$ cat src/logic/irq_prio_pkg.sv
/*
 * shared constants and carrier types for the interrupt priority bank:
 * register offsets, field positions, reset value, bus response codes.
 * assumes a 32-bit axi4-lite register bus and 16-bit registers.
 */
package irq_prio_pkg;

    // byte offsets of the four priority registers
    localparam logic [7:0] OFF_GROUP_A = 8'h00;
    localparam logic [7:0] OFF_GROUP_B = 8'h04;
    localparam logic [7:0] OFF_GROUP_C = 8'h08;
    localparam logic [7:0] OFF_GROUP_D = 8'h0C;
    localparam int ADDR_W = 8;
    localparam int NUM_REGS = 4;
    localparam int FIELDS_PER_REG = 4;

    // field low-bit positions inside a 16-bit register
    localparam int FIELD_LSB_3 = 12;
    localparam int FIELD_LSB_2 = 8;
    localparam int FIELD_LSB_1 = 4;
    localparam int FIELD_LSB_0 = 0;
    localparam int PRIO_W = 3;

    // level-4 value loaded at reset
    localparam logic [2:0] PRIO_RESET = 3'h4;
    localparam logic [2:0] PRIO_DISABLED = 3'h0;

    // implemented-bit masks per register
    localparam logic [15:0] MASK_A = 16'h7777;
    localparam logic [15:0] MASK_B = 16'h0007;
    localparam logic [15:0] MASK_C = 16'h7777;
    localparam logic [15:0] MASK_D = 16'h7777;

    // axi response codes
    localparam logic [1:0] RESP_OKAY = 2'h0;
    localparam logic [1:0] RESP_SLVERR = 2'h2;

    // one decoded priority: level and enable travel together
    typedef struct packed {
        logic enabled;
        logic [2:0] level;
    } prio_s;

endpackage : irq_prio_pkg

$ cat src/logic/interrupt_priority_config_regs.sv
/*
 * interrupt priority register bank behind an axi4-lite slave.
 * four 16-bit registers of 3-bit priority fields; each field is
 * exported as a level and an enable flag to the arbiter.
 * assumes one clock, synchronous active-high reset, well-behaved master.
 */
// The AXI4-Lite slave port and the address map were left to the implementer.
`timescale 1ns/1ps
`default_nettype none

module interrupt_priority_config_regs #(
    parameter int DATA_W = 32
) (
    input wire logic ref_clk_in,
    input wire logic srst_in,
    // axi4-lite write address
    input wire logic [7:0] s_axi_awaddr_in,
    input wire logic s_axi_awvalid_in,
    output logic s_axi_awready_out,
    // write data
    input wire logic [31:0] s_axi_wdata_in,
    input wire logic [3:0] s_axi_wstrb_in,
    input wire logic s_axi_wvalid_in,
    output logic s_axi_wready_out,
    // write response
    output logic [1:0] s_axi_bresp_out,
    output logic s_axi_bvalid_out,
    input wire logic s_axi_bready_in,
    // read address
    input wire logic [7:0] s_axi_araddr_in,
    input wire logic s_axi_arvalid_in,
    output logic s_axi_arready_out,
    // read data
    output logic [31:0] s_axi_rdata_out,
    output logic [1:0] s_axi_rresp_out,
    output logic s_axi_rvalid_out,
    input wire logic s_axi_rready_in,
    // decoded priorities, index order: a3..a0, b0, c3..c0, d3..d0
    output irq_prio_pkg::prio_s change_notify_priority_out,
    output irq_prio_pkg::prio_s analog_comparator1_priority_out,
    output irq_prio_pkg::prio_s twowire1_master_priority_out,
    output irq_prio_pkg::prio_s twowire1_slave_priority_out,
    output irq_prio_pkg::prio_s external_irq1_priority_out,
    output irq_prio_pkg::prio_s timer_four_priority_out,
    output irq_prio_pkg::prio_s out_compare_ch4_priority_out,
    output irq_prio_pkg::prio_s out_compare_ch3_priority_out,
    output irq_prio_pkg::prio_s dma_ch2_done_priority_out,
    output irq_prio_pkg::prio_s serial2_transmit_priority_out,
    output irq_prio_pkg::prio_s serial2_receive_priority_out,
    output irq_prio_pkg::prio_s external_irq2_priority_out,
    output irq_prio_pkg::prio_s timer_five_priority_out
);

    // only a 32-bit bus is served
    if (DATA_W != 32)
    begin : g_bad_width
        $error("DATA_W must be 32");
    end

    // ports are cut for an 8-bit byte address
    if (irq_prio_pkg::ADDR_W != 8)
    begin : g_bad_addr
        $error("ADDR_W must be 8");
    end

    // the address decode below knows exactly four registers
    if (irq_prio_pkg::NUM_REGS != 4)
    begin : g_bad_regs
        $error("NUM_REGS must be 4");
    end

    // four fields plus a spare bit each must fit a 16-bit register
    if (irq_prio_pkg::FIELDS_PER_REG * (irq_prio_pkg::PRIO_W + 1) > 16)
    begin : g_bad_fields
        $error("priority fields overflow a register");
    end

    // one decoded output per implemented field
    localparam int NUM_SRC = 13;

    ////////////////////////////////////////////////////////////////////
    // write channel capture: address and data taken in either order
    logic aw_held_ff;
    logic w_held_ff;
    logic [7:0] aw_addr_ff;
    logic [31:0] w_data_ff;
    logic [3:0] w_strb_ff;
    logic bvalid_ff;
    logic [1:0] bresp_ff;
    logic do_write;
    logic [7:0] wr_addr;
    logic [31:0] wr_data;
    logic [3:0] wr_strb;
    logic wr_hit;

    // refuse both halves while a response waits or reset is held;
    // keeps one write in flight without a separate busy flag
    assign s_axi_awready_out = !aw_held_ff && !bvalid_ff && !srst_in
                               ? 1'b1 : 1'b0;
    assign s_axi_wready_out = !w_held_ff && !bvalid_ff && !srst_in
                              ? 1'b1 : 1'b0;

    // hold each half until the other arrives
    always_ff @(posedge ref_clk_in)
    begin
        if (srst_in)
        begin
            aw_held_ff <= 1'b0;
            w_held_ff <= 1'b0;
            aw_addr_ff <= 8'h00;
            w_data_ff <= 32'h0000_0000;
            w_strb_ff <= 4'h0;
        end
        else if (do_write)
        begin
            aw_held_ff <= 1'b0;
            w_held_ff <= 1'b0;
        end
        else
        begin
            if (s_axi_awvalid_in && s_axi_awready_out)
            begin
                aw_held_ff <= 1'b1;
                aw_addr_ff <= s_axi_awaddr_in;
            end
            if (s_axi_wvalid_in && s_axi_wready_out)
            begin
                w_held_ff <= 1'b1;
                w_data_ff <= s_axi_wdata_in;
                w_strb_ff <= s_axi_wstrb_in;
            end
        end
    end

    // a write fires once both halves are present, held or arriving
    // a held half wins over the live bus, so a late half meets the first
    always_comb
    begin
        wr_addr = aw_held_ff ? aw_addr_ff : s_axi_awaddr_in;
        wr_data = w_held_ff ? w_data_ff : s_axi_wdata_in;
        wr_strb = w_held_ff ? w_strb_ff : s_axi_wstrb_in;
        do_write = (aw_held_ff || (s_axi_awvalid_in && s_axi_awready_out))
                   && (w_held_ff || (s_axi_wvalid_in && s_axi_wready_out));
        wr_hit = (wr_addr == irq_prio_pkg::OFF_GROUP_A)
                 || (wr_addr == irq_prio_pkg::OFF_GROUP_B)
                 || (wr_addr == irq_prio_pkg::OFF_GROUP_C)
                 || (wr_addr == irq_prio_pkg::OFF_GROUP_D);
    end

    // response stands until the master takes it
    always_ff @(posedge ref_clk_in)
    begin
        if (srst_in)
        begin
            bvalid_ff <= 1'b0;
            bresp_ff <= irq_prio_pkg::RESP_OKAY;
        end
        else if (do_write)
        begin
            bvalid_ff <= 1'b1;
            bresp_ff <= wr_hit ? irq_prio_pkg::RESP_OKAY
                               : irq_prio_pkg::RESP_SLVERR;
        end
        // released only once the master has seen it
        else if (s_axi_bready_in)
        begin
            bvalid_ff <= 1'b0;
        end
    end

    assign s_axi_bvalid_out = bvalid_ff;
    assign s_axi_bresp_out = bresp_ff;

    ////////////////////////////////////////////////////////////////////
    // register storage, only implemented bits kept
    logic [15:0] regs_ff [irq_prio_pkg::NUM_REGS];
    logic [15:0] reg_mask [irq_prio_pkg::NUM_REGS];
    logic [15:0] wr_bytemask;
    logic [7:0] reg_off [irq_prio_pkg::NUM_REGS];

    // byte address each register answers to
    assign reg_off[0] = irq_prio_pkg::OFF_GROUP_A;
    assign reg_off[1] = irq_prio_pkg::OFF_GROUP_B;
    assign reg_off[2] = irq_prio_pkg::OFF_GROUP_C;
    assign reg_off[3] = irq_prio_pkg::OFF_GROUP_D;
    // implemented bits of each register
    assign reg_mask[0] = irq_prio_pkg::MASK_A;
    assign reg_mask[1] = irq_prio_pkg::MASK_B;
    assign reg_mask[2] = irq_prio_pkg::MASK_C;
    assign reg_mask[3] = irq_prio_pkg::MASK_D;
    // upper strobes land on bits above 15, which are not stored
    assign wr_bytemask = {{8{wr_strb[1]}}, {8{wr_strb[0]}}};

    for (genvar r = 0; r < irq_prio_pkg::NUM_REGS; r++)
    begin : g_reg
        logic [15:0] reset_val;
        logic [7:0] my_off;
        assign reset_val = reg_mask[r] & {4{1'b0, irq_prio_pkg::PRIO_RESET}};
        assign my_off = reg_off[r];
        always_ff @(posedge ref_clk_in)
        begin
            if (srst_in)
            begin
                regs_ff[r] <= reset_val;
            end
            else if (do_write && wr_addr == my_off)
            begin
                regs_ff[r] <= (regs_ff[r] & ~(wr_bytemask & reg_mask[r]))
                    | (wr_data[15:0] & wr_bytemask & reg_mask[r]);
            end
        end
    end

    ////////////////////////////////////////////////////////////////////
    // read channel: one read at a time, data registered
    logic rvalid_ff;
    logic [31:0] rdata_ff;
    logic [1:0] rresp_ff;
    logic [31:0] rd_word;
    logic rd_hit;

    // a new read waits until the last one's data has been taken
    assign s_axi_arready_out = !rvalid_ff && !srst_in ? 1'b1 : 1'b0;

    // unassigned bits and the upper half read zero
    always_comb
    begin
        rd_word = 32'h0000_0000;
        rd_hit = 1'b1;
        case (s_axi_araddr_in)
            irq_prio_pkg::OFF_GROUP_A: rd_word = {16'h0000, regs_ff[0]};
            irq_prio_pkg::OFF_GROUP_B: rd_word = {16'h0000, regs_ff[1]};
            irq_prio_pkg::OFF_GROUP_C: rd_word = {16'h0000, regs_ff[2]};
            irq_prio_pkg::OFF_GROUP_D: rd_word = {16'h0000, regs_ff[3]};
            default: rd_hit = 1'b0;
        endcase
    end

    always_ff @(posedge ref_clk_in)
    begin
        if (srst_in)
        begin
            rvalid_ff <= 1'b0;
            rdata_ff <= 32'h0000_0000;
            rresp_ff <= irq_prio_pkg::RESP_OKAY;
        end
        else if (s_axi_arvalid_in && s_axi_arready_out)
        begin
            rvalid_ff <= 1'b1;
            rdata_ff <= rd_word;
            rresp_ff <= rd_hit ? irq_prio_pkg::RESP_OKAY
                               : irq_prio_pkg::RESP_SLVERR;
        end
        // released only once the master has seen it
        else if (s_axi_rready_in)
        begin
            rvalid_ff <= 1'b0;
        end
    end

    assign s_axi_rvalid_out = rvalid_ff;
    assign s_axi_rdata_out = rdata_ff;
    assign s_axi_rresp_out = rresp_ff;

    ////////////////////////////////////////////////////////////////////
    // decoded priorities: registered one cycle after storage
    function automatic irq_prio_pkg::prio_s decode(input logic [2:0] f);
        irq_prio_pkg::prio_s p;
        p.level = f;
        p.enabled = (f != irq_prio_pkg::PRIO_DISABLED);
        return p;
    endfunction : decode

    // registered so each output leaves a flop, at one cycle of lag
    irq_prio_pkg::prio_s prio_ff [NUM_SRC];
    irq_prio_pkg::prio_s nxt_prio [NUM_SRC];

    always_comb
    begin
        nxt_prio[0] = decode(regs_ff[0][irq_prio_pkg::FIELD_LSB_3 +: 3]);
        nxt_prio[1] = decode(regs_ff[0][irq_prio_pkg::FIELD_LSB_2 +: 3]);
        nxt_prio[2] = decode(regs_ff[0][irq_prio_pkg::FIELD_LSB_1 +: 3]);
        nxt_prio[3] = decode(regs_ff[0][irq_prio_pkg::FIELD_LSB_0 +: 3]);
        nxt_prio[4] = decode(regs_ff[1][irq_prio_pkg::FIELD_LSB_0 +: 3]);
        nxt_prio[5] = decode(regs_ff[2][irq_prio_pkg::FIELD_LSB_3 +: 3]);
        nxt_prio[6] = decode(regs_ff[2][irq_prio_pkg::FIELD_LSB_2 +: 3]);
        nxt_prio[7] = decode(regs_ff[2][irq_prio_pkg::FIELD_LSB_1 +: 3]);
        nxt_prio[8] = decode(regs_ff[2][irq_prio_pkg::FIELD_LSB_0 +: 3]);
        nxt_prio[9] = decode(regs_ff[3][irq_prio_pkg::FIELD_LSB_3 +: 3]);
        nxt_prio[10] = decode(regs_ff[3][irq_prio_pkg::FIELD_LSB_2 +: 3]);
        nxt_prio[11] = decode(regs_ff[3][irq_prio_pkg::FIELD_LSB_1 +: 3]);
        nxt_prio[12] = decode(regs_ff[3][irq_prio_pkg::FIELD_LSB_0 +: 3]);
    end

    // reset mirrors the level-4 storage reset
    always_ff @(posedge ref_clk_in)
    begin
        for (int i = 0; i < NUM_SRC; i++)
        begin
            if (srst_in)
            begin
                prio_ff[i] <= '{enabled: 1'b1,
                                level: irq_prio_pkg::PRIO_RESET};
            end
            else
            begin
                prio_ff[i] <= nxt_prio[i];
            end
        end
    end

    assign change_notify_priority_out = prio_ff[0];
    assign analog_comparator1_priority_out = prio_ff[1];
    assign twowire1_master_priority_out = prio_ff[2];
    assign twowire1_slave_priority_out = prio_ff[3];
    assign external_irq1_priority_out = prio_ff[4];
    assign timer_four_priority_out = prio_ff[5];
    assign out_compare_ch4_priority_out = prio_ff[6];
    assign out_compare_ch3_priority_out = prio_ff[7];
    assign dma_ch2_done_priority_out = prio_ff[8];
    assign serial2_transmit_priority_out = prio_ff[9];
    assign serial2_receive_priority_out = prio_ff[10];
    assign external_irq2_priority_out = prio_ff[11];
    assign timer_five_priority_out = prio_ff[12];

endmodule : interrupt_priority_config_regs

`default_nettype wire

$ cat config.mk
export PLATFORM = sky130hd
export DESIGN_NAME = interrupt_priority_config_regs
export DESIGN_NICKNAME = d
export VERILOG_FILES = /design/src/logic/irq_prio_pkg.sv /design/src/logic/interrupt_priority_config_regs.sv
export SDC_FILE = /design/constraint.sdc
export NUM_CORES = 1
export LEC_CHECK = 0
export BUFFER_PORTS_ARGS = -buffer_cell sky130_fd_sc_hd__clkbuf_2
export CORE_MARGIN = 2
export CORE_UTILIZATION = 55
export DETAILED_ROUTE_END_ITERATION = 8
export PLACE_DENSITY = 0.84
export SYNTH_ARGS = -nofsm -noshare
export SYNTH_HDL_FRONTEND = slang
export SYNTH_SLANG_ARGS = --single-unit
$ cat constraint.sdc
create_clock -name ref_clk_in -period 6 [get_ports ref_clk_in]
set_clock_uncertainty 0.1 [all_clocks]
set_input_delay 1.2 -clock ref_clk_in [delete_from_list [all_inputs] [get_ports ref_clk_in]]
set_output_delay 1.2 -clock ref_clk_in [all_outputs]
set_load 0.005 [all_outputs]
=== Yosys cells after proc, flatten, opt, wreduce, memory -nomap -nowiden ===
Memory sizes are Yosys's and may differ from the RTL's.
Index checks and enable logic that the tools add are counted.

* Register bits after elaboration: 65
* Latch bits: 0
* RAM bits: 116
* ROM bits: 0
* Input port bits: 59
* Output and inout bits: 93
* Word-level logic and storage cells: 137
* Memories: 2

* Add/sub/neg operators: 0
* Multipliers: 0
* Divide/modulo/power cells: 0
* $lt $le $gt $ge: 0
* Equality and inequality tests: 6
* Shift-type cells: 0
* Mux-type cells: 46
* Bitwise operators: 29
* Reductions and logical operators: 44

{| class="wikitable"
|+ Memory list
! memory !! words !! width !! rd ports !! clocked after memory_dff !! write ports !! line !! source
|-
| regs_ff || 4 || 16 || 4 || 0 || 4 || interrupt_priority_config_regs.sv:176 || <nowiki>logic [15:0] regs_ff [irq_prio_pkg::NUM_REGS];</nowiki>
|-
| prio_ff || 13 || 4 || 13 || 0 || 13 || interrupt_priority_config_regs.sv:275 || <nowiki>irq_prio_pkg::prio_s prio_ff [NUM_SRC];</nowiki>
|}

{| class="wikitable"
|+ Operators with widths
! kind !! number
|-
| $and 16x16->16 || 4
|-
| $mux 16 || 4
|-
| $pmux 16 s4 || 1
|-
| $mux 4 || 13
|-
| $or 16x15->16 || 3
|-
| $reduce_bool 3->1 || 13
|-
| $eq 8x4->1 const B || 4
|-
| $mux 1 || 23
|-
| $or 1x1->1 || 17
|-
| $eq 8x3->1 const B || 2
|-
| $logic_not 8->1 || 2
|-
| $not 15->16 || 1
|-
| $not 3->16 || 1
|-
| $or 16x3->16 || 1
|-
| $and 15x15->15 || 1
|-
| $mux 15 || 1
|-
| $logic_and 1x1->1 || 13
|-
| $mux 8 || 1
|-
| $mux 2 || 3
|-
| $logic_not 1->1 || 5
|-
| $logic_or 1x1->1 || 5
|-
| $reduce_and 2->1 || 2
|-
| $reduce_bool 2->1 || 2
|-
| $reduce_or 4->1 || 1
|-
| other kinds (2) || 2
|}

=== Logic depth before layout (Yosys ltp) ===
Gate-level depths: netlist (run 1).

* Depth after elaboration: 12
* Depth in mapped cells: 7
* Depth with buffers taken out: 4

=== Least setup slack after synthesis (run 1) ===
No wires, ideal clock.

* Kind: in2reg
* Start point: input port s_axi_awaddr_in[6]
* End point: memory regs_ff[3][0] (enable)
* Setup time: 383 ps
* Arrival: 3045 ps
* Required time: 5517 ps
* Setup slack: 2471 ps
* Stages: 5
* Path buffers: 1
* Path through: or4_4 -> nor4_1 -> o211ai_1 -> buf_2 -> o21bai_1

{| class="wikitable"
|+ RTL lines
! item !! line !! source
|-
| start: declaration || interrupt_priority_config_regs.sv:17 || <nowiki>input wire logic [7:0] s_axi_awaddr_in,</nowiki>
|-
| end: declaration || interrupt_priority_config_regs.sv:176 ||
|}

=== Worst setup path in the final report (run 1) ===
* Start point: input port srst_in
* End point: output port s_axi_awready_out

* Longest elaborated chain between the ends: 3

{| class="wikitable"
|+ RTL lines
! item !! line !! source
|-
| start: declaration || interrupt_priority_config_regs.sv:15 || <nowiki>input wire logic srst_in,</nowiki>
|-
| $logic_not 1->1 || interrupt_priority_config_regs.sv:98 || <nowiki>assign s_axi_awready_out = !aw_held_ff && !bvalid_ff && !srst_in</nowiki>
|-
| $logic_and 1x1->1 || interrupt_priority_config_regs.sv:98 ||
|-
| $mux 1 || interrupt_priority_config_regs.sv:99 || <nowiki>? 1'b1 : 1'b0;</nowiki>
|-
| end: declaration || interrupt_priority_config_regs.sv:19 || <nowiki>output logic s_axi_awready_out,</nowiki>
|}

No other way between the ends.

==> results.txt, run 1 <==
Buffers inserted to repair hold after CTS numbered 0. The share of cells above drive strength 1 came out at 0.281. The number of antenna violations at the first check in global routing came out at 0. The worst setup path is launched from a primary input. The part of the total power dissipated in combinational logic is 0.072. In this run the remaining antenna-violating nets after routing total 0. For this run the aggregate overflow at the end of global routing stands at 0.

The floorplan row count is 35. In this run, placement finished with an instance count of 710. In this run the tightest slew margin relative to its limit is 0.272.

The sum of net half-perimeters after detailed placement came out at 8080 um. The pin count of the biggest net entering global routing came out at 82. The total clock buffers created by CTS is 17.

The clock period could shrink to around 3.5 ns. The growth of design area from synthesis to finish came out at 21.2%. The analysis attributes to net switching a power of between 0.5 and 0.6 mW.

The setup total negative slack is 0 ns. In the global route stage, overall resource usage came out at 0.235. The worst-margin pin slew came out at approximately 1.1 ns. The post-CTS resize count is 0. The leakage power summed over all cells came out at 2.48 nW. After synthesis, the netlist uses 40 different library cells. The area of the die came out at 0.0103 mm2.

The number of sinks handled by clock tree synthesis is 131. The detailed-router iteration count before antenna repair is 5. Setup violations remaining at the end of the flow were counted as 0. The area of the multi-input gates is 0.00199 mm2.

The instance area at placement is 0.00574 mm2. In this design, the critical path's most frequently occurring cell is sky130_fd_sc_hd__clkbuf_2. The predominant post-synthesis flop cell is sky130_fd_sc_hd__dfxtp_1. Port buffering added 107 buffers. The detailed-route wire length came out at 11700 um. The initial core utilization came out at 0.564. The cell count after synthesis came out at about 500. The critical path is of the primary input to output port type. Measured on the finished design, the core utilization comes to 0.684. The non-filler instance count after layout came out at 742. The via count of the first global-routing pass came to 3755. The share of flip-flops with an asynchronous set or reset after synthesis is 0. The number of top-level design ports is 152. In this run the number of H-tree levels came out at 4. In this run the clock root is driven by a sky130_fd_sc_hd__clkbuf_8. At the end of routability-driven placement, the weighted congestion stood at approximately 0.86. The die is 101 um tall. The hold slack came out at 0.354 ns. For this design, the slowest cell found on the critical path is sky130_fd_sc_hd__buf_4. The first global-routing pass estimated 18700 um of wire.

The cell area after layout is 0.00632 mm2. The routed via count divided by cell count came out at 5.43. The arrival time of the worst setup path is 2.17 ns. The count of inserted antenna diode cells came out at 0. The count of flip-flops with a built-in enable after synthesis came out at 39. Across the run, the number of max-cap violations was 0. The CTS tree is done. The number of vias in the routed layout came out at 4029.

The fraction of power spent switching nets is 0.240. The area occupied by registers is 0.00301 mm2. The synthesized design contains 131 register bits.

After detailed routing, the number of remaining DRC violations is 0. The power density over the cells came out at 332 mW/mm2. The average routed wire per standard cell came out at 15.8 um. The share of the cycle needed by the critical path after routing is 0.579. The number of DRC violations after detailed-routing iteration 0 came out at 313. Setup repair after global routing left no endpoint under its margin. The largest fanout on the critical path came out at 81. The mapped netlist covers 0.00521 mm2. The horizontal extent of the die came out at about 100 um. The clock power share came out at 0.473. The sequential cell fraction of total power came out at 0.456. The core footprint came out at about 0.009 mm2. Traced cell by cell, the critical path runs through clkbuf_2 > buf_4 > nor3_1 > clkbuf_2.

The flow ran to the end, and the final reports show no timing, DRC or antenna violations. The largest stage delay on the critical path is 0.58 ns. The clock reaches the later pin of the worst-skew pair after between 0.5 and 0.6 ns. In this run the worst hold path is classified as flip-flop to flip-flop. The deepest clock path buffer count is 2.

The top achievable clock speed came out at 288 MHz. The number of endpoints with negative hold slack in the final report came out at 0. The worst setup path is captured at an output port. The net count reported at finish came out at 659. The fill cell instance count of the final layout came out at 697. Data on the critical path is required at its endpoint by 4.70 ns. The max-slew violation count is 0. The mean post-synth cell area came out at 10.4 um2.

For this run, the register share of the synthesized area comes to 0.578. The internal power summed over all cells came out at 1.59 mW. IR analysis of the VDD net gives a maximum drop of 0.160 mV. The clock-pin transition on the worst setup and hold timing paths came out at 0.06 ns. Yosys printed 0 warnings. The number of post-CTS setup repair buffers came out at 0.
## power by group through the flow
stage / Sequential (mW) / Clock, mW / Combinational, mW
2_1_floorplan: 0.964 / 0 / 0.114
3_3_place_gp: 0.973 / 0 / 0.142
3_5_place_dp: 0.974 / 0 / 0.147
4_1_cts: 0.956 / 1.00 / 0.150
5_1_grt: 0.959 / 1.03 / 0.166
6_report: 0.956 / 0.992 / 0.150
## critical path: cells and delay by family
family / cells / cell delay, ns
buffers and inverters: 3 / 0.83
AND/OR/NAND/NOR: 1 / 0.12
## synthesized netlist by cell type, types with 12 or more instances
cell type / n / area (um2)
sky130_fd_sc_hd__a22o_1: 12 / 105
sky130_fd_sc_hd__or3_1: 13 / 81.3
sky130_fd_sc_hd__nor3_1: 24 / 120
sky130_fd_sc_hd__nand2_1: 70 / 263
sky130_fd_sc_hd__nor2_1: 13 / 48.8
sky130_fd_sc_hd__edfxtp_1: 39 / 1170
sky130_fd_sc_hd__dfxtp_1: 92 / 1840
sky130_fd_sc_hd__a21oi_1: 50 / 250
sky130_fd_sc_hd__buf_4: 22 / 165
sky130_fd_sc_hd__mux2i_1: 25 / 250
sky130_fd_sc_hd__clkbuf_1: 24 / 90.1
sky130_fd_sc_hd__nor2b_1: 28 / 175
sky130_fd_sc_hd__or2_2: 19 / 119
## cells in the final DEF, fill, tap and decap left out, drive strengths merged, types with 3 or more instances in the layout
cell type    n
a211oi       9
edfxtp      39
or3         13
nor3        24
inv          6
mux4         3
clkbuf     126
clkinv       5
nand3        5
mux2i       25
nor2b       28
nand2       70
a22o        12
conb        22
dfxtp       92
nor4         4
buf          4
or2         19
nand4        9
nor2        13
a21oi       50
o21ai        9
## area by class of cell
| cell class | instances | share of cell area |
|---|---|---|
| Clock buffer | 19 | 0.0734 |
| Clock inverter | 13 | 0.0188 |
| Inverter | 1 | 0.000594 |
| Multi-Input combinational cell | 338 | 0.316 |
| Sequential cell | 131 | 0.477 |
| Tap cell | 129 | 0.0255 |
| Timing Repair Buffer | 111 | 0.0895 |
## routing by layer
metal | global-route usage | vias to the layer above | part of all wire
met1 | 0.322 | 1895 | 0.43
met4 | 0.0769 | 0 | 0.0090
li1 | - | 1932 | -
met3 | 0.0545 | 11 | 0.078
met5 | 0 | - | 0
met2 | 0.372 | 191 | 0.48
## kinds of logic (layout without fill, tap and decap cells)
kind of cell	count (synthesis)	after routing	share of synthesized area
compound gates	90	90	0.109
buf+inv	54	144	0.0554
flops	131	131	0.578
simple gates	197	197	0.194
other cells	1	22	0.000719
mux	29	29	0.0631
## flip-flops by register name, summed over array words and instances, names as in the netlist, 2 cells and up
signal,cells
w_strb_ff,2
w_data_ff,12
aw_addr_ff,8
regs_ff,39
s_axi_rdata_out,12
prio_ff,52
## through the flow
stage                     setup WS, ns  total power [mW]
after floorplan                   2.47              1.08
after global placement            2.23              1.11
after detailed placement          2.11              1.12
after CTS                         2.52              2.11
after global routing              2.43              2.16
final                             2.53              2.10
## final timing paths
kind                       from           endpoint  slack [ns]  depth (start not counted)
setup / recovery        srst_in  s_axi_awready_out        2.53                          4
hold / removal    aw_addr_ff[5]      aw_addr_ff[5]        0.35                          2
setup reg to reg      w_held_ff     regs_ff[3][14]        2.87                          5
hold reg to reg   aw_addr_ff[5]      aw_addr_ff[5]        0.35                          2
(Power assumes the default switching activity.)
==> run 2, diff against run 1 <==
Settings changed: CORE_UTILIZATION 55 to 51, PLACE_DENSITY 0.84 to 0.79.
Clock period 6 ns to 3.2 ns, I/O delays scaled along.
==> results.txt, run 2 (synthesis gave the netlist of run 1 again) <==
The arrival time of the worst setup path came out at about 2.5 ns. The non-filler instance count after layout came out at between 700 and 800. Total power for the finished layout comes to 3.94 mW. The worst slew margin relative to its limit came out at 0.427. Across the VDD grid, the largest voltage drop is 0.384 mV. After detailed routing, the number of vias per cell comes to 5.43.

The top achievable clock speed is 409 MHz. The number of antenna violations at the first check in global routing was 0. The total clock buffers created by CTS is 17. The max-slew violation count is 0. The internal power summed over all cells came out at about 3.0 mW.

The pin count of the biggest net entering global routing is 52. The run finished with clean final reports. The global-route usage over all layers came out at 0.221. The initial core utilization is 0.529.

The worst path meets setup with approximately 0.75 ns of slack. In the layout the commonest cells are sky130_fd_sc_hd__clkbuf_2 (107), sky130_fd_sc_hd__dfxtp_1 (92), sky130_fd_sc_hd__nand2_1 (70), sky130_fd_sc_hd__a21oi_1 (50), sky130_fd_sc_hd__edfxtp_1 (39). The net switching component of the power came out at 0.948 mW.

The hold slack came out at approximately 0.2 ns. The largest fanout on the critical path is 12. The worst-margin pin slew is 0.856 ns.

The count of inserted antenna diode cells came out at 0. The height of the die is around 110 um. The post-CTS resize count came out at 0. The register with the most flip-flops is prio_ff.

The number of sinks handled by clock tree synthesis came out at 131. The maximum level of the CTS H-tree came out at 4. The power density over the cells came out at just over 600 mW/mm2.

The clock passes through at most 2 buffers. Relative to the synthesized area, the layout overhead comes to 22.5%. The area of the die is 0.0110 mm2. Leaving out fill and tap cells, the most frequent cell in the layout is sky130_fd_sc_hd__clkbuf_2. The clock latency of the later-clocked register in the worst-skew pair came out at 0.52 ns. The number of DRC violations after detailed-routing iteration 0 is 410. Of the total power, the clock network draws 0.472. Of the cells placed in the final design, the portion with a size suffix greater than 1 is 0.288.

TritonCTS built the clock tree. The first global-routing pass estimated 19100 um of wire. The first TritonRoute pass finished after 5 iterations. The register with the most flip-flops in the layout has 52 of them. The fraction of power spent switching nets is 0.240. The worst setup path is launched from a primary input. The largest registers in the layout are prio_ff (52), regs_ff (39). The final count of negative-setup-slack endpoints came out at 0. The part of the total power dissipated in combinational logic is 0.076. The sequential cell fraction of total power came out at 0.452. The hold buffer count at cts is 0. The number of I/O port buffers came out at 107. The clock period could shrink to 2.45 ns. The placement-stage worst setup slack came out at 0.221 ns. Once the clock tree was built, the setup fixing pass inserted 0 buffers. The total congestion overflow after global routing came out at 0. The via count of the first global-routing pass is 3780. The last weighted congestion value of the routability-driven placer is 0.869.

The leakage power summed over all cells is 2.52 nW. The clock-pin transition on the worst setup and hold timing paths came out at 0.06 ns. The tightest min-delay check is of the primary input to flip-flop type. The net count of the finished layout is 667. The detailed-route wire length came out at 12200 um.

Setup repair after global routing left no endpoint under its margin. The total placed cells including tap cells came out at 722. The remaining number of nets flagged by the antenna check after routing came out at 0.

The floorplan row count is 36. The DRC violation count after routing came out at 0. The number of top-level design ports is 152. The setup total negative slack came out at 0 ns. The number of vias in the routed layout is 4094. The worst path required time is 3.25 ns. The master cell of the clock root buffer is sky130_fd_sc_hd__clkbuf_8.

The average routed wire per standard cell came out at 16.1 um. The tool flagged a number of max-cap violations equal to 0. The horizontal extent of the die came out at approximately 110 um.

Of the available clock period, the critical path in the final layout requires 0.764. The sum of net half-perimeters after detailed placement came out at ~8300 um. The number of endpoints with negative hold slack in the final report was 0. The core footprint is roughly 0.0099 mm2. The endpoint class of the critical path is a flip-flop.

The critical path in this run is classified as primary input to flip-flop.
run 2: worst max-delay path: stages:
cell and delay, ns:
sky130_fd_sc_hd__clkbuf_2 0.09, sky130_fd_sc_hd__or4_4 0.53, sky130_fd_sc_hd__or4_4 0.47, sky130_fd_sc_hd__a211oi_4 0.27, sky130_fd_sc_hd__a21o_1 0.50
run 2: power groups by stage:
stage | combinational [mW] | clock [mW] | sequential (mW)
after floorplan | 0.213 | 0 | 1.81
after global placement | 0.283 | 0 | 1.82
after detailed placement | 0.291 | 0 | 1.82
after CTS | 0.297 | 1.88 | 1.78
after global routing | 0.329 | 1.95 | 1.79
final | 0.300 | 1.86 | 1.78
run 2: metal layers:
metal,track usage,up-vias,part of all wire
li1,-,1950,-
met1,0.287,1902,0.42
met2,0.355,227,0.48
met3,0.0555,15,0.084
met4,0.0876,0,0.013
met5,0,-,0
run 2: metrics by stage:
stage | util | instance area, um2
2_1_floorplan | - | 5290
3_3_place_gp | 0.588 | 5800
3_5_place_dp | 0.588 | 5800
4_1_cts | 0.647 | 6380
5_1_grt | 0.647 | 6380
6_report | 0.647 | 6380
run 2: cell type report:
class,instances,area (um2)
Clock buffer,20,468
Tap cell,133,166
Clock inverter,12,114
Sequential cell,131,3010
Timing Repair Buffer,119,626
Multi-Input combinational cell,338,1990
Fill cell,749,3480
Inverter,1,3.75
run 2: path summary, 6_finish.rpt:
check	to	depth (start not counted)	start	slack, ns
worst min register to register	aw_addr_ff[5]	2	aw_addr_ff[5]	0.36
worst max-delay path	regs_ff[2][6]	5	s_axi_awaddr_in[6]	0.75
worst min-delay path	s_axi_rvalid_out	2	s_axi_rready_in	0.20
worst max register to register	regs_ff[0][13]	3	aw_held_ff	0.77
==> run 3, diff against run 2 <==
Settings changed: ABC_AREA set to 1, CORE_UTILIZATION 51 to 47, PLACE_DENSITY 0.79 to 0.76.
Clock period 3.2 ns to 2.18 ns, I/O delays scaled along.
==> results.txt, run 3 <==
The flow ran to the end, and the final reports show no timing, DRC or antenna violations. The number of top-level design ports is 152. The library cell used most frequently in the layout, excluding fill and tap cells, is sky130_fd_sc_hd__clkbuf_2.

The CTS tree is done. The remaining number of nets flagged by the antenna check after routing is 0. The via count of the first global-routing pass is 4361.

The number of setup buffers added after CTS is 0. The flip-flop count of the largest register, all copies and words added is 52. After synthesis, the cell types taking the most area are sky130_fd_sc_hd__dfxtp_1 (34%), sky130_fd_sc_hd__edfxtp_1 (21%), sky130_fd_sc_hd__o21ai_0 (7.2%). Counting flops per register, the top entry is prio_ff. The max-slew violation count is 0. The part of the total power dissipated in combinational logic came out at 0.077. In this design, the critical path's most frequently occurring cell is sky130_fd_sc_hd__nor2_1. The setup total negative slack is 0 ns. During placement, the flow inserted port buffers numbering 107. The critical path buffer and inverter count is 1.

The sequential cell fraction of total power came out at 0.428. The largest registers in the layout are prio_ff (52), regs_ff (39). STA puts the critical path data arrival time at approximately 2.2 ns. The worst slew margin relative to its limit is 0.456.

The first routing iteration left 491 violations. Of the total power, the share spent switching nets is 0.233. In this run, CTS created clock tree buffers numbering 17. The library cells used most frequently in the layout, excluding fill and tap cells, are sky130_fd_sc_hd__clkbuf_2 (107), sky130_fd_sc_hd__inv_1 (105), sky130_fd_sc_hd__nand2_1 (96), sky130_fd_sc_hd__dfxtp_1 (92), sky130_fd_sc_hd__o21ai_0 (79). The count of inserted antenna diode cells is 0. The met2 global-route usage is 0.331. The biggest area contributor in the post-synthesis netlist is sky130_fd_sc_hd__dfxtp_1. The floorplan row count came out at 39. During synthesis, Yosys emitted a total of 0 warnings.

The share of flip-flops with an asynchronous set or reset after synthesis came out at 0. The placement-stage worst setup slack came out at 0.0551 ns. The area of the die is around 0.013 mm2. The deepest clock path buffer count came out at 2. The number of antenna violations at the first check in global routing was 0. In this run, distinct cell masters in the synthesized netlist total 25. The predominant post-synthesis flop cell is sky130_fd_sc_hd__dfxtp_1. The met3 usage in global routing is 0.0567. The first-pass GRT wire length is about 21000 um. The largest stage delay on the critical path came out at 0.42 ns. The core footprint came out at around 0.011 mm2.

The worst path required time is ~2.3 ns. Power spread over the standard cell area amounts to 902 mW/mm2. Among all cell types in the netlist, the one instantiated most often is sky130_fd_sc_hd__inv_1. The initial utilization of the core area, before any placement, comes to 0.480. Across all setup checks in the final design, the least slack found is approximately 0.16 ns. The largest fanout on the critical path is 8. The area share of the largest cell type after synthesis is 0.336.

For this design, the slowest cell found on the critical path is sky130_fd_sc_hd__nand3_1. The average routed wire per standard cell came out at 14.2 um. The clock latency of the later-clocked register in the worst-skew pair came out at slightly above 0.4 ns.

After clock tree synthesis, the clock-pin slew on the worst setup and hold paths is 0.06 ns. The minimum clock period came out at approximately 2.0 ns. From synthesis to final layout, the design area changed by 23.4%.

The tree is rooted in a sky130_fd_sc_hd__clkbuf_16. The pin count of the biggest net entering global routing is 45. The H-tree was split into 4 levels. The worst vdd rail ir drop is 0.496 mV.

The number of endpoints with negative hold slack in the final report came to 0. The number of vias in the routed layout came out at 4738. Static timing analysis puts the maximum clock frequency at 494 MHz. The final count of negative-setup-slack endpoints came out at 0. The count of flip-flops with a built-in enable after synthesis came out at 39. The share of total power dissipated in the clock network is 0.495.

Traced cell by cell, the critical path runs through inv_2 > or2_1 > o21ai_2 > nor2_1 > nand3_1 > nor2_1. STA classifies the critical path endpoint as a flip-flop. The global-route usage over all layers is 0.214. Internal power comes to 4.68 mW. The worst setup path is launched from a flip-flop. In this run the power spent charging and discharging nets is roughly 1.4 mW.

Grouping stages by cell kind, the critical path spends the most delay in simple AND/OR/NAND/NOR gates. The height of the die is ~110 um. The share of the cycle needed by the critical path after routing is 0.928. The total congestion overflow after global routing is 0.

The congestion estimate from routability-driven global placement came to around 0.84. After detailed routing, the number of vias per cell comes to 5.04. The number of storage elements in the synthesis netlist is 131.

The sequential area share after synthesis came out at 0.549. In this run the mean area of a mapped cell was 8.21 um2. The clock drives 131 sinks. The met1 demand-to-capacity share in global routing came out at 0.297. The detailed-route wire length came out at roughly 13000 um. The floorplan step set the die width to 112 um.

After global routing, the most crowded layer is met2. The kind of critical path is flip-flop to flip-flop. The netlist area before placement came out at between 0.005 and 0.006 mm2. The count of mapped cells out of synthesis is between 600 and 700.

The sum of net half-perimeters after detailed placement came out at 9060 um. The leakage power summed over all cells came out at 3.14 nW. For the pin with the worst max-slew slack, the measured transition is 0.815 ns. Of the cells placed in the final design, the portion with a size suffix greater than 1 is 0.221.

By count the netlist is led by sky130_fd_sc_hd__inv_1 (105), sky130_fd_sc_hd__nand2_1 (96), sky130_fd_sc_hd__dfxtp_1 (92). The detailed-router iteration count before antenna repair is 5. The DRC violation count after routing came out at 0. Max-cap violations in this run came to 0. Setup repair after global routing left no endpoint under its margin.

The net count reported at finish came out at 843. The worst hold path class is primary input to flip-flop. Final hold analysis gives a worst-case slack of 0.124 ns.
## run 3: power groups by stage
stage	Combinational (mW)	Sequential (mW)	Clock (mW)
after floorplan	0.321	2.66	0
after global placement	0.448	2.66	0
after detailed placement	0.457	2.67	0
after CTS	0.462	2.61	3.02
after global routing	0.533	2.62	3.13
final	0.468	2.61	3.02
## run 3: worst reg2reg max path: stages (launching register included)
cell and delay, ns:
sky130_fd_sc_hd__dfxtp_1 0.38, sky130_fd_sc_hd__inv_2 0.11, sky130_fd_sc_hd__or2_1 0.11, sky130_fd_sc_hd__o21ai_2 0.09, sky130_fd_sc_hd__nor2_1 0.38, sky130_fd_sc_hd__nand3_1 0.42
sky130_fd_sc_hd__nor2_1 0.25
## run 3: cell type report
cell class | count | area [um2]
tap | 143 | 179
sequential | 131 | 3010
multi-input combinational | 395 | 1840
clock inverter | 13 | 180
clock buffer | 19 | 443
timing repair buffer | 128 | 693
fill | 996 | 4650
inverter | 111 | 417
## run 3: kinds of logic after synthesis
| logic type | after synthesis | share of synthesized area |
|---|---|---|
| AND/OR/NAND/NOR | 256 | 0.207 |
| AO/OA/AOI/OAI | 117 | 0.112 |
| flip-flops | 131 | 0.549 |
| other | 1 | 0.000684 |
| buffers and inverters | 163 | 0.131 |
## run 3: final timing paths
check                        from          endpoint  slack, ns  depth (start not counted)
setup / recovery       aw_held_ff     regs_ff[3][4]       0.16                          6
hold / removal    s_axi_rready_in  s_axi_rvalid_out       0.12                          2
setup reg to reg       aw_held_ff     regs_ff[3][4]       0.16                          6
hold reg to reg      w_data_ff[2]      w_data_ff[2]       0.35                          2
## run 3: metal layers
metal | wire [um] | part of all wire | vias up
li1 | - | - | 2336
met1 | 5990 | 0.45 | 2148
met2 | 6040 | 0.45 | 235
met3 | 1090 | 0.082 | 19
met4 | 221 | 0.017 | 0
met5 | 0 | 0 | -
## run 3: timing repair
item / 4_1_cts / 5_1_grt
hold endpoints to repair: 0 / 0
hold buffers: 0 / 0
setup endpoints to repair: 0 / 20
gates resized for setup: 0 / 1
## run 3: per-stage QoR
step | area (um2) | total power, mW | utilization | cells
after floorplan | 5560 | 2.98 | - | 689
after global placement | 6140 | 3.11 | 0.537 | 908
after detailed placement | 6140 | 3.12 | 0.537 | 908
after CTS | 6760 | 6.10 | 0.592 | 940
after global routing | 6770 | 6.29 | 0.593 | 940
final | 6770 | 6.10 | 0.593 | 940
